`config.mk`:
```
export PLATFORM = sky130hd
export DESIGN_NAME = motor_param_power_loss_restart
export DESIGN_NICKNAME = d
export VERILOG_FILES = /design/src/core/motor_pkg.sv /design/src/core/motor_param_power_loss_restart.sv
export VERILOG_INCLUDE_DIRS = /design/src /design/src/core
export SDC_FILE = /design/constraint.sdc
export NUM_CORES = 1
export LEC_CHECK = 0
export ABC_AREA = 0
export BUFFER_PORTS_ARGS = -buffer_cell sky130_fd_sc_hd__buf_2
export CAP_MARGIN = 30
export CORE_ASPECT_RATIO = 0.9
export CORE_MARGIN = 4
export CORE_UTILIZATION = 35
export DETAILED_ROUTE_END_ITERATION = 12
export GPL_TIMING_DRIVEN = 0
export PLACE_DENSITY = 0.61
export SLEW_MARGIN = 0
export SYNTH_ARGS = -nofsm -noshare
export SYNTH_HDL_FRONTEND = slang
export SYNTH_SLANG_ARGS = --single-unit
export TNS_END_PERCENT = 20
```
`constraint.sdc`:
```
create_clock -name mclk -period 17.4 [get_ports mclk]
set_input_delay 1.74 -clock mclk [delete_from_list [all_inputs] [get_ports mclk]]
set_output_delay 1.74 -clock mclk [all_outputs]
set_load 0.01 [all_outputs]
```
`src/core/motor_consts.svh`:
```
`ifndef MOTOR_CONSTS_SVH
`define MOTOR_CONSTS_SVH
`define RA_CAP      16'h0201
`define RA_CUR      16'h0202
`define RA_TUNE     16'h0203
`define RA_NOLOAD   16'h0204
`define RA_R1       16'h0205
`define RA_X        16'h0206
`define RA_GAIN_DRV 16'h0207
`define RA_RESP     16'h0208
`define RA_GAIN_BRK 16'h0209
`define RA_SLIP     16'h020a
`define RA_MODE     16'h000c
`define RA_START_F  16'h0012
`define RA_DELAY    16'h0319
`define RA_CONT_LVL 16'h031b
`define CAP_MIN     16'h0001
`define CAP_MAX     16'h0bb8
`define CUR_MAX     16'h2710
`define TUNE_MAX    16'h0001
`define MEAS_MAX    16'h1388
`define GAIN_MAX    16'h07d0
`define RESP_MIN    16'h0001
`define RESP_MAX    16'h03e8
`define SLIP_MAX    16'h05dc
`define MODE_MAX    16'h0005
`define MODE_HOLE   16'h0003
`define SF_MIN      16'h0001
`define SF_MAX      16'h0258
`define DLY_MIN     16'h0001
`define DLY_MAX     16'h0064
`define LVL_MIN     16'h00c8
`define LVL_MAX     16'h012c
`define RST_CAP     16'h0028
`define RST_CUR     16'h00d2
`define RST_TUNE    16'h0000
`define RST_NOLOAD  16'h0098
`define RST_R1      16'h034f
`define RST_X       16'h046e
`define RST_GAIN    16'h03e8
`define RST_RESP    16'h0064
`define RST_SLIP    16'h00f0
`define RST_MODE    16'h0001
`define RST_START_F 16'h000a
`define RST_DELAY   16'h0005
`define RST_LVL     16'h00eb
`define MODE_TRIP   16'h0000
`define MODE_TRIP_R 16'h0001
`define MODE_DECEL  16'h0002
`define MODE_SAVED  16'h0004
`define MODE_START  16'h0005
`define MCLK_KHZ    250000
`define DELAY_STEP_MS 100
`define RUN_WAIT_MS 2000
`endif

```
`src/core/motor_pkg.sv`:
```
package motor_pkg;
   typedef struct packed {
      logic [15:0] capacity;
      logic [15:0] current;
      logic [15:0] tune;
      logic [15:0] no_load;
      logic [15:0] r1_pct;
      logic [15:0] x_pct;
      logic [15:0] gain_drv;
      logic [15:0] resp;
      logic [15:0] gain_brk;
      logic [15:0] slip;
      logic [15:0] mode;
      logic [15:0] start_freq;
      logic [15:0] delay;
      logic [15:0] cont_level;
   } motor_params_t;
   typedef struct packed {
      logic [15:0] no_load;
      logic [15:0] r1_pct;
      logic [15:0] x_pct;
      logic [15:0] slip;
   } tune_result_t;
   typedef enum logic [2:0] {
      ST_NORMAL,
      ST_DECEL,
      ST_OUTAGE,
      ST_WAIT_RUN,
      ST_TRIP
   } loss_state_t;
endpackage

```
`src/core/motor_param_power_loss_restart.sv`:
```
`timescale 1ns/1ps
`default_nettype none
`include "motor_consts.svh"
module motor_param_power_loss_restart #(
   parameter int unsigned DELAY_STEP_CYC = `DELAY_STEP_MS * `MCLK_KHZ,
   parameter int unsigned RUN_WAIT_CYC   = `RUN_WAIT_MS * `MCLK_KHZ
) (
   input  wire logic                    mclk,
   input  wire logic                    rst_n,
   input  wire logic                    ce,
   input  wire logic [15:0]             hr_addr,
   input  wire logic                    hr_wr,
   input  wire logic                    hr_rd,
   input  wire logic [15:0]             hr_wdata,
   output var  logic [15:0]             hr_rdata,
   output var  logic                    hr_ack,
   output var  logic                    hr_err,
   input  wire logic                    dc_undervolt,
   input  wire logic                    power_ready,
   input  wire logic                    run_cmd,
   input  wire logic [15:0]             dc_link_volts,
   input  wire logic [15:0]             output_freq,
   input  wire logic                    decel_done,
   input  wire logic                    alarm_clear,
   input  wire logic                    tune_done,
   input  wire motor_pkg::tune_result_t tune_result,
   output var  logic                    drive_en,
   output var  logic                    decel_req,
   output var  logic                    restart_pulse,
   output var  logic [15:0]             restart_freq,
   output var  logic                    undervoltage_alarm,
   output var  logic                    tune_start,
   output var  logic                    tune_busy,
   output var  motor_pkg::motor_params_t params
);
   logic                    rst_meta_r;
   logic                    rst_sync_r;
   logic [2:0]              pin_meta_r;
   logic [2:0]              pin_sync_r;
   logic                    uv;
   logic                    pwr_ok;
   logic                    run;
   motor_pkg::motor_params_t prm_r;
   motor_pkg::loss_state_t  state_r;
   motor_pkg::loss_state_t  state_nxt;
   logic [31:0]             pre_r;
   logic [15:0]             ticks_r;
   logic [31:0]             win_r;
   logic                    delay_done;
   logic [15:0]             saved_freq_r;
   logic                    hw_tune_r;
   // legal value ranges per holding register
   function automatic logic wr_legal(input logic [15:0] a, input logic [15:0] d);
      case (a)
         `RA_CAP:      wr_legal = (d >= `CAP_MIN) && (d <= `CAP_MAX);
         `RA_CUR:      wr_legal = (d <= `CUR_MAX);
         `RA_TUNE:     wr_legal = (d <= `TUNE_MAX);
         `RA_NOLOAD,
         `RA_R1,
         `RA_X:        wr_legal = (d <= `MEAS_MAX);
         `RA_GAIN_DRV,
         `RA_GAIN_BRK: wr_legal = (d <= `GAIN_MAX);
         `RA_RESP:     wr_legal = (d >= `RESP_MIN) && (d <= `RESP_MAX);
         `RA_SLIP:     wr_legal = (d <= `SLIP_MAX);
         `RA_MODE:     wr_legal = (d <= `MODE_MAX) && (d != `MODE_HOLE);
         `RA_START_F:  wr_legal = (d >= `SF_MIN) && (d <= `SF_MAX);
         `RA_DELAY:    wr_legal = (d >= `DLY_MIN) && (d <= `DLY_MAX);
         `RA_CONT_LVL: wr_legal = (d >= `LVL_MIN) && (d <= `LVL_MAX);
         default:      wr_legal = 1'b0;
      endcase
   endfunction
   function automatic logic addr_known(input logic [15:0] a);
      case (a)
         `RA_CAP, `RA_CUR, `RA_TUNE, `RA_NOLOAD, `RA_R1, `RA_X, `RA_GAIN_DRV,
         `RA_RESP, `RA_GAIN_BRK, `RA_SLIP, `RA_MODE, `RA_START_F, `RA_DELAY,
         `RA_CONT_LVL:
            addr_known = 1'b1;
         default:
            addr_known = 1'b0;
      endcase
   endfunction
   logic wr_ok;
   assign wr_ok = hr_wr && wr_legal(hr_addr, hr_wdata);
   always_ff @(posedge mclk or negedge rst_n)
   begin
      if (!rst_n)
      begin
         rst_meta_r <= 1'b0;
         rst_sync_r <= 1'b0;
      end
      else
      begin
         rst_meta_r <= 1'b1;
         rst_sync_r <= rst_meta_r;
      end
   end
   logic arst_n;
   assign arst_n = rst_sync_r;
   // pins from the power board are asynchronous to mclk
   always_ff @(posedge mclk or negedge arst_n)
   begin
      if (!arst_n)
      begin
         pin_meta_r <= 3'h0;
         pin_sync_r <= 3'h0;
      end
      else if (ce)
      begin
         pin_meta_r <= {run_cmd, power_ready, dc_undervolt};
         pin_sync_r <= pin_meta_r;
      end
   end
   assign uv     = pin_sync_r[0];
   assign pwr_ok = pin_sync_r[1];
   assign run    = pin_sync_r[2];
   // register bank; tuning results win over a host write in the same cycle
   always_ff @(posedge mclk or negedge arst_n)
   begin
      if (!arst_n)
      begin
         prm_r.capacity   <= `RST_CAP;
         prm_r.current    <= `RST_CUR;
         prm_r.tune       <= `RST_TUNE;
         prm_r.no_load    <= `RST_NOLOAD;
         prm_r.r1_pct     <= `RST_R1;
         prm_r.x_pct      <= `RST_X;
         prm_r.gain_drv   <= `RST_GAIN;
         prm_r.resp       <= `RST_RESP;
         prm_r.gain_brk   <= `RST_GAIN;
         prm_r.slip       <= `RST_SLIP;
         prm_r.mode       <= `RST_MODE;
         prm_r.start_freq <= `RST_START_F;
         prm_r.delay      <= `RST_DELAY;
         prm_r.cont_level <= `RST_LVL;
      end
      else if (ce)
      begin
         if (wr_ok)
         begin
            case (hr_addr)
               `RA_CAP:      prm_r.capacity   <= hr_wdata;
               `RA_CUR:      prm_r.current    <= hr_wdata;
               `RA_TUNE:     prm_r.tune       <= hr_wdata;
               `RA_NOLOAD:   prm_r.no_load    <= hr_wdata;
               `RA_R1:       prm_r.r1_pct     <= hr_wdata;
               `RA_X:        prm_r.x_pct      <= hr_wdata;
               `RA_GAIN_DRV: prm_r.gain_drv   <= hr_wdata;
               `RA_RESP:     prm_r.resp       <= hr_wdata;
               `RA_GAIN_BRK: prm_r.gain_brk   <= hr_wdata;
               `RA_SLIP:     prm_r.slip       <= hr_wdata;
               `RA_MODE:     prm_r.mode       <= hr_wdata;
               `RA_START_F:  prm_r.start_freq <= hr_wdata;
               `RA_DELAY:    prm_r.delay      <= hr_wdata;
               `RA_CONT_LVL: prm_r.cont_level <= hr_wdata;
               default:      prm_r.capacity   <= prm_r.capacity;
            endcase
         end
         if (tune_done && hw_tune_r)
         begin
            prm_r.no_load <= tune_result.no_load;
            prm_r.r1_pct  <= tune_result.r1_pct;
            prm_r.x_pct   <= tune_result.x_pct;
            prm_r.slip    <= tune_result.slip;
            prm_r.tune    <= `RST_TUNE;
         end
      end
   end
   // writing a one to the trigger launches one measurement run
   always_ff @(posedge mclk or negedge arst_n)
   begin
      if (!arst_n)
      begin
         hw_tune_r  <= 1'b0;
         tune_start <= 1'b0;
         tune_busy  <= 1'b0;
      end
      else if (ce)
      begin
         tune_start <= 1'b0;
         tune_busy  <= hw_tune_r && !tune_done;
         if (tune_done)
            hw_tune_r <= 1'b0;
         if (wr_ok && (hr_addr == `RA_TUNE) && hr_wdata[0] && !hw_tune_r)
         begin
            hw_tune_r  <= 1'b1;
            tune_start <= 1'b1;
            tune_busy  <= 1'b1;
         end
      end
   end
   // host answer one cycle after the strobe
   always_ff @(posedge mclk or negedge arst_n)
   begin
      if (!arst_n)
      begin
         hr_rdata <= 16'h0000;
         hr_ack   <= 1'b0;
         hr_err   <= 1'b0;
      end
      else if (ce)
      begin
         hr_ack <= hr_wr || hr_rd;
         hr_err <= (hr_wr && !wr_ok) || (hr_rd && !addr_known(hr_addr));
         if (hr_rd)
         begin
            case (hr_addr)
               `RA_CAP:      hr_rdata <= prm_r.capacity;
               `RA_CUR:      hr_rdata <= prm_r.current;
               `RA_TUNE:     hr_rdata <= prm_r.tune;
               `RA_NOLOAD:   hr_rdata <= prm_r.no_load;
               `RA_R1:       hr_rdata <= prm_r.r1_pct;
               `RA_X:        hr_rdata <= prm_r.x_pct;
               `RA_GAIN_DRV: hr_rdata <= prm_r.gain_drv;
               `RA_RESP:     hr_rdata <= prm_r.resp;
               `RA_GAIN_BRK: hr_rdata <= prm_r.gain_brk;
               `RA_SLIP:     hr_rdata <= prm_r.slip;
               `RA_MODE:     hr_rdata <= prm_r.mode;
               `RA_START_F:  hr_rdata <= prm_r.start_freq;
               `RA_DELAY:    hr_rdata <= prm_r.delay;
               `RA_CONT_LVL: hr_rdata <= prm_r.cont_level;
               default:      hr_rdata <= 16'h0000;
            endcase
         end
      end
   end

   always_ff @(posedge mclk or negedge arst_n)
   begin
      if (!arst_n)
         params <= '0;
      else if (ce)
         params <= prm_r;
   end
   // restart delay runs from the moment of failure, in 0.1 s steps
   always_ff @(posedge mclk or negedge arst_n)
   begin
      if (!arst_n)
      begin
         pre_r   <= 32'h0000_0000;
         ticks_r <= 16'h0000;
      end
      else if (ce)
      begin
         if (state_r == motor_pkg::ST_NORMAL)
         begin
            pre_r   <= 32'h0000_0000;
            ticks_r <= 16'h0000;
         end
         else if (!delay_done)
         begin
            if (pre_r == DELAY_STEP_CYC - 1)
            begin
               pre_r   <= 32'h0000_0000;
               ticks_r <= ticks_r + 16'h0001;
            end
            else
               pre_r <= pre_r + 32'h0000_0001;
         end
      end
   end
   assign delay_done = (ticks_r >= prm_r.delay);
   // two second run window opens when the supply is back
   always_ff @(posedge mclk or negedge arst_n)
   begin
      if (!arst_n)
         win_r <= 32'h0000_0000;
      else if (ce)
      begin
         if (state_r != motor_pkg::ST_WAIT_RUN)
            win_r <= 32'h0000_0000;
         else
            win_r <= win_r + 32'h0000_0001;
      end
   end
   always_comb
   begin
      state_nxt = state_r;
      case (state_r)
         motor_pkg::ST_NORMAL:
         begin
            case (prm_r.mode)
               `MODE_TRIP:
                  if (uv)
                     state_nxt = motor_pkg::ST_TRIP;
               `MODE_DECEL:
                  if (dc_link_volts < prm_r.cont_level)
                     state_nxt = motor_pkg::ST_DECEL;
               `MODE_TRIP_R,
               `MODE_SAVED,
               `MODE_START:
                  if (uv)
                     state_nxt = motor_pkg::ST_OUTAGE;
               default:
                  state_nxt = motor_pkg::ST_NORMAL;
            endcase
         end
         motor_pkg::ST_DECEL:
            if (decel_done)
               state_nxt = motor_pkg::ST_TRIP;
         motor_pkg::ST_OUTAGE:
            if (pwr_ok && !uv)
            begin
               if (prm_r.mode == `MODE_TRIP_R)
                  state_nxt = motor_pkg::ST_TRIP;
               else
                  state_nxt = motor_pkg::ST_WAIT_RUN;
            end
         motor_pkg::ST_WAIT_RUN:
            if (uv)
               state_nxt = motor_pkg::ST_OUTAGE;
            else if (run && delay_done)
               state_nxt = motor_pkg::ST_NORMAL;
            else if (win_r >= RUN_WAIT_CYC - 1)
               state_nxt = motor_pkg::ST_NORMAL;
         motor_pkg::ST_TRIP:
            if (alarm_clear && !uv)
               state_nxt = motor_pkg::ST_NORMAL;
         default:
            state_nxt = motor_pkg::ST_NORMAL;
      endcase
   end

   always_ff @(posedge mclk or negedge arst_n)
   begin
      if (!arst_n)
         state_r <= motor_pkg::ST_NORMAL;
      else if (ce)
         state_r <= state_nxt;
   end
   // frequency at the moment of the sag, kept for a mode 4 restart
   always_ff @(posedge mclk or negedge arst_n)
   begin
      if (!arst_n)
         saved_freq_r <= 16'h0000;
      else if (ce && state_r == motor_pkg::ST_NORMAL && state_nxt == motor_pkg::ST_OUTAGE)
         saved_freq_r <= output_freq;
   end
   always_ff @(posedge mclk or negedge arst_n)
   begin
      if (!arst_n)
      begin
         drive_en           <= 1'b0;
         decel_req          <= 1'b0;
         restart_pulse      <= 1'b0;
         restart_freq       <= 16'h0000;
         undervoltage_alarm <= 1'b0;
      end
      else if (ce)
      begin
         restart_pulse      <= 1'b0;
         drive_en           <= (state_nxt == motor_pkg::ST_NORMAL) ||
                               (state_nxt == motor_pkg::ST_DECEL);
         decel_req          <= (state_nxt == motor_pkg::ST_DECEL);
         undervoltage_alarm <= (state_nxt == motor_pkg::ST_TRIP);
         if (state_r == motor_pkg::ST_WAIT_RUN && state_nxt == motor_pkg::ST_NORMAL)
         begin
            if (run && delay_done)
            begin
               restart_pulse <= 1'b1;
               if (prm_r.mode == `MODE_SAVED)
                  restart_freq <= saved_freq_r;
               else
                  restart_freq <= prm_r.start_freq;
            end
            else
               restart_freq <= prm_r.start_freq;
         end
      end
   end
endmodule // motor_param_power_loss_restart
`default_nettype wire

```
# Yosys cells after proc, flatten, opt, wreduce, memory -nomap -nowiden
# Cells that the tools add are included.
# totals
input_bits	139
word_cells	204
out_inout_bits	264
register_bits	596
# op_classes
n_mux	46
n_reduce_logical	62
eq_ne	29
magnitude_cmp	16
add_sub_neg	3
# op_table
op	n
two-way mux 16 bit	18
one-hot mux 16 bit (14 select lines)	1
equality test 16 x 10 -> 1 bit, second input constant	12
two-way mux 192 bit	1
two-way mux 32 bit	4
adder 32 x 1 -> 32 bit, second input constant	2
two-way mux 64 bit	1
AND reduction 3 bit	15
equality test 16 x 3 -> 1 bit, second input constant	2
equality test 32 x 25 -> 1 bit, second input constant	1
greater-or-equal comparator 32 x 29 -> 1 bit, second input constant	1
<= comparator 16 x 10 -> 1 bit, second input constant	2
<= comparator 16 x 11 -> 1 bit, second input constant	2
two-way mux 3 bit	10
logical AND 1 bit	20
adder 16 x 1 -> 16 bit, second input constant	1
equality test 16 x 1 -> 1 bit, second input constant	1
equality test 16 x 2 -> 1 bit, second input constant	1
equality test 16 x 4 -> 1 bit, second input constant	1
equality test 16 x 5 -> 1 bit, second input constant	1
greater-or-equal comparator 16 x 1 -> 1 bit, second input constant	1
greater-or-equal comparator 16 bit	1
greater-or-equal comparator 16 x 8 -> 1 bit, second input constant	1
<= comparator 16 x 1 -> 1 bit, second input constant	1
26 further kinds	55

# Depth between registers and ports, before layout
# depth
ltp_word	9
ltp_mapped	12
mapped_depth_nobuf	10

# Worst setup path before layout
# Ideal clock, no wire load.
# synth_path
path_type	input to register
from	input hr_wdata[14]
to	register prm_r[38] (netlist name)
required_time_ns	17.275
n_path_buf	2
path_slack_ns	12.833
stages	10
arrival_ns	4.442
setup_ns	0.125
path_cell_list	or4_4 > or3_4 > or4_4 > nor2_4 > a31oi_1 > a2111o_1 > and3_1 > buf_6 > buf_6 > mux2_4
# synth_via
elab_chain_len	5
elab_cells_between_ends	23
cone_classes	order compare: 13; eq/ne: 1; mux: 1; reduce/logical: 8
# synth_lines
item	line	rtl
start: declaration	motor_param_power_loss_restart.sv:14	input wire logic [15:0] hr_wdata,
greater-or-equal comparator 16 x 8 -> 1 bit (no line), or another cell as far along	-	
logical AND 1 bit, or another cell as far along	motor_param_power_loss_restart.sv:68	`RA_CONT_LVL: wr_legal = (d >= `LVL_MIN) && (d <= `LVL_MAX);
one-hot mux 1 bit (11 select lines) *	motor_param_power_loss_restart.sv:54	case (a)
logical AND 1 bit *	motor_param_power_loss_restart.sv:83	assign wr_ok = hr_wr && wr_legal(hr_addr, hr_wdata);
AND reduction 3 bit (no line) *	-	
end: declaration	motor_param_power_loss_restart.sv:43	motor_pkg::motor_params_t prm_r;
# Mark *: on every way between the ends. The rest lies on a longest branch, timed or not.
# A chain may end at the register's enable or synchronous reset.

# Worst setup path after layout
# layout_path
from	input hr_addr[5]
to	register prm_r[169] (netlist name)
# layout_via
elab_chain_len	6
elab_cells_between_ends	21
cone_classes	eq/ne: 14; mux: 1; reduce/logical: 6
# layout_lines
item	line	rtl
start: declaration	motor_param_power_loss_restart.sv:11	input wire logic [15:0] hr_addr,
equality test 16 x 10 -> 1 bit (on tied branches)	motor_param_power_loss_restart.sv:54, motor_param_power_loss_restart.sv:140	
OR reduction 3 bit or OR reduction 2 bit (tied branches)	motor_param_power_loss_restart.sv:54	
one-hot mux 1 bit (11 select lines)	motor_param_power_loss_restart.sv:54	
logical AND 1 bit	motor_param_power_loss_restart.sv:83	
nonzero test 2 bit (no line)	-	
AND reduction 3 bit (no line) *	-	
# Marked as above.

==> reports/qor.json <==
{
  "htree_levels": {"value": 3},
  "fmax": {"value": 179.3, "unit": "MHz"},
  "finalMaxSlewViolations": {"value": 0},
  "timing.critical_path.fanout_max": {"value": 10},
  "placed_cells": {"value": 3742},
  "finish.cell_count_without_fillers": {"value": 3865},
  "die_h": {"value": 270.3, "unit": "microns"},
  "gr-total-overflow": {"value": 0},
  "drc": {"value": 0},
  "final_layout_size_suffix_gt1_share": {"value": 33.03, "unit": "%"},
  "total_number_of_vias": {"value": 21304},
  "detailed_routing_iteration_count_for_the_pre_antenna_repair_pass": {"value": 8},
  "die-area": {"value": 0.08095, "unit": "sq mm"},
  "antenna_found_initial": {"value": 6},
  "syn-instance-count": {"value": 2316},
  "pwr_density_cell": {"value": 93.43, "unit": "mW/mm^2"},
  "clkLatencyLatePin": {"value": 620, "unit": "ps"},
  "skew": {"value": 32.11, "unit": "ps"},
  "area.growth.synth_to_final": {"value": 21.52, "unit": "%"},
  "mappedNetlistArea": {"value": 0.02676, "unit": "sq mm"},
  "cts_root_buffer": {"value": "clkbuf_16"},
  "grt_setup_unrepaired": {"value": "false"},
  "postSynthRegisterBits": {"value": 596},
  "crit_arrival": {"value": 6100, "unit": "ps"},
  "ios": {"value": 403},
  "timing.critical_path.required": {"value": 17920, "unit": "ps"},
  "leak": {"value": 0.01557, "unit": "uW"},
  "setup.worst_path.class": {"value": "primary input to register"},
  "min_period": {"value": 5576, "unit": "ps"},
  "holdCritPathClass": {"value": "register to async pin"},
  "synth_fp_nets": {"value": 2489},
  "nNetsFinal": {"value": 2968},
  "ys_seq_area_share": {"value": 55.98, "unit": "%"},
  "antenna_left": {"value": 0},
  "routed_via_density": {"value": 5.512},
  "track_usage": {"value": 24.65, "unit": "%"},
  "synth.distinct_cells": {"value": 83},
  "result_of_the_run": {"value": "finished, final reports clean"},
  "ys.flop_type": {"value": "dfrtp_1"},
  "cts_tree": {"value": "done"},
  "hold_slack_final": {"value": 285.2, "unit": "ps"},
  "totalNegativeSetupSlack": {"value": 0, "unit": "ps"},
  "finalSetupViolations": {"value": 0},
  "worstSetupEndpointType": {"value": "register"},
  "synth_edf_count": {"value": 0},
  "cap_violations": {"value": 0},
  "wire_length_of_the_first_global_routing_pass": {"value": 146800, "unit": "microns"},
  "cts-buffers-inserted": {"value": 68},
  "drtIter0Drc": {"value": 2360},
  "initial_utilization": {"value": 35.57, "unit": "%"},
  "chipWidth": {"value": 299.5, "unit": "microns"},
  "worst_max_slew_pin_slew": {"value": 1043, "unit": "ps"},
  "io_buffers": {"value": 393},
  "report.final.hold_viol_count": {"value": 0},
  "finalWirelength": {"value": 102000, "unit": "microns"},
  "first_global_vias": {"value": 20874},
  "avg_wl_per_cell": {"value": 26.39, "unit": "microns"},
  "clock_transition_at_path_regs": {"value": 60, "unit": "ps"},
  "design.core.area": {"value": 0.07524, "unit": "sq mm"},
  "tritoncts_num_sinks": {"value": 596},
  "cts_repair_resize_count": {"value": 0},
  "yosysWarningCount": {"value": 0},
  "synth.avg_cell_area": {"value": 11.55, "unit": "sq um"},
  "cts_hold_buf": {"value": 0},
  "hpwlAfterDp": {"value": 78960, "unit": "microns"},
  "timing.final.crit_share": {"value": 32.05, "unit": "%"},
  "timing.critical_path.from_type": {"value": "primary input"},
  "grt_start_max_net_pins": {"value": 71},
  "rows": {"value": 95},
  "worst_slew_margin_rel": {"value": 30.45, "unit": "%"},
  "postcts_setup_bufs": {"value": 0},
  "gp_routability_congestion": {"value": 0.9544},
  "synthArstFlopShare": {"value": 100.0, "unit": "%"},
  "irDropWorstVdd": {"value": 0.06226, "unit": "mV"},
  "clock_tree.buffer_depth": {"value": 3}
}
[cell usage in the layout (no fill, tap or decap), types with 10 or more instances in the layout]
cell type	instances
mux2_4	10
nor2_1	204
a31oi_1	56
inv_1	55
clkbuf_8	12
clkbuf_1	122
nand4_1	43
ha_1	34
nor3_1	33
nor4_1	26
nand3_1	84
buf_2	410
xnor2_1	28
dfrtp_1	543
and3_1	20
a22oi_1	78
nor2b_1	51
mux2_2	310
xor2_1	25
clkbuf_16	69
clkinv_2	13
nand2_1	146
a211oi_1	21
and2_1	27
a21o_1	12
mux2i_1	23
o21ai_0	70
a222oi_1	16
nand2b_1	10
a21oi_1	58
dfstp_2	52
[layer usage]
| metal | GRT usage [%] | part of all wire (%) | up-vias |
|---|---|---|---|
| met5 | 0 | 0.012 | - |
| met4 | 6.037 | 2.6 | 2 |
| met3 | 7.611 | 9.6 | 164 |
| met2 | 38.21 | 45 | 939 |
| met1 | 33.81 | 43 | 10868 |
| li1 | - | - | 9331 |
[where the power goes]
part           internal, uW  switching, uW
sequential             1400           16.5
combinational          65.7            139
clock                   816            597
total                  2290            752
[final cells by class]
class / count / area [sq um]
fill: 7275 / 42720
sequential: 596 / 14980
multi-input combinational: 1526 / 10980
timing repair buffer: 409 / 2305
clock buffer: 96 / 1948
tap: 1018 / 1274
buffer: 138 / 591.8
clock inverter: 25 / 220.2
inverter: 56 / 210.2
antenna: 1 / 2.502
[path summary, 6_finish.rpt]
check / slack (ps) / start / cells after the start / endpoint
hold / removal: 290 / arst_n / 0 / params[11]
max in group asynchronous: 15590 / arst_n / 3 / prm_r[120]
setup / recovery: 11820 / hr_addr[5] / 11 / prm_r[169]
min in group mclk: 350 / rst_meta_r / 0 / arst_n
hold reg to reg: 290 / arst_n / 0 / params[11]
setup reg to reg: 13740 / prm_r[18] / 12 / restart_freq[14]
[sequential cells by signal, summed over array words and instances (netlist names)]
signal and cells:
hw_tune_r 1, drive_en 1, restart_freq 16, arst_n 1
rst_meta_r 1, saved_freq_r 16, win_r 32, tune_start 1
hr_ack 1, hr_err 1, hr_rdata 16, params 224
tune_busy 1, undervoltage_alarm 1, pin_sync_r 3, decel_req 1
restart_pulse 1, ticks_r 16, prm_r 224, pin_meta_r 3
pre_r 32, state_r 3
[Yosys cell counts (52+ instances only)]
cell | number | area, sq um
a22oi_1 | 78 | 585.6
a31oi_1 | 56 | 350.3
mux2_2 | 310 | 3491
clkbuf_1 | 107 | 401.6
dfrtp_1 | 544 | 13610
nor2_1 | 204 | 765.7
o21ai_0 | 70 | 350.3
nand2_1 | 146 | 548.0
dfstp_2 | 52 | 1366
a21oi_1 | 58 | 290.3
inv_1 | 55 | 206.5
nand3_1 | 84 | 420.4
[through the flow]
step                setup WS, ps  util (%)  power [uW]  area, sq um
floorplan                   7755         -        1555        26760
global placement            3679     39.88        1640        30000
detailed placement         11410     40.31        1650        30330
CTS                        12040     43.20        3066        32500
global route               11720     43.22        3147        32520
finish                     11820     43.22        3038        32520
[worst max-delay path, stage by stage]
cell	delay, ps
buf_2	130
nor3_1	610
nand4_1	360
nor4b_1	610
buf_2	370
o21bai_1	130
a21oi_2	240
a2111o_1	390
clkbuf_1	360
nand4_1	740
a31oi_1	410
[cell families after synthesis]
logic type / Yosys count / synth area share, %
AO/OA/AOI/OAI: 384 / 9.795
other: 1 / 0.01401
multiplexers: 351 / 14.80
XOR/XNOR: 53 / 1.735
flip-flops: 596 / 55.98
buffers and inverters: 194 / 2.997
adder cells (fa/ha/maj): 34 / 1.590
AND/OR/NAND/NOR: 703 / 13.09
Power figures use the tool's default switching activity.
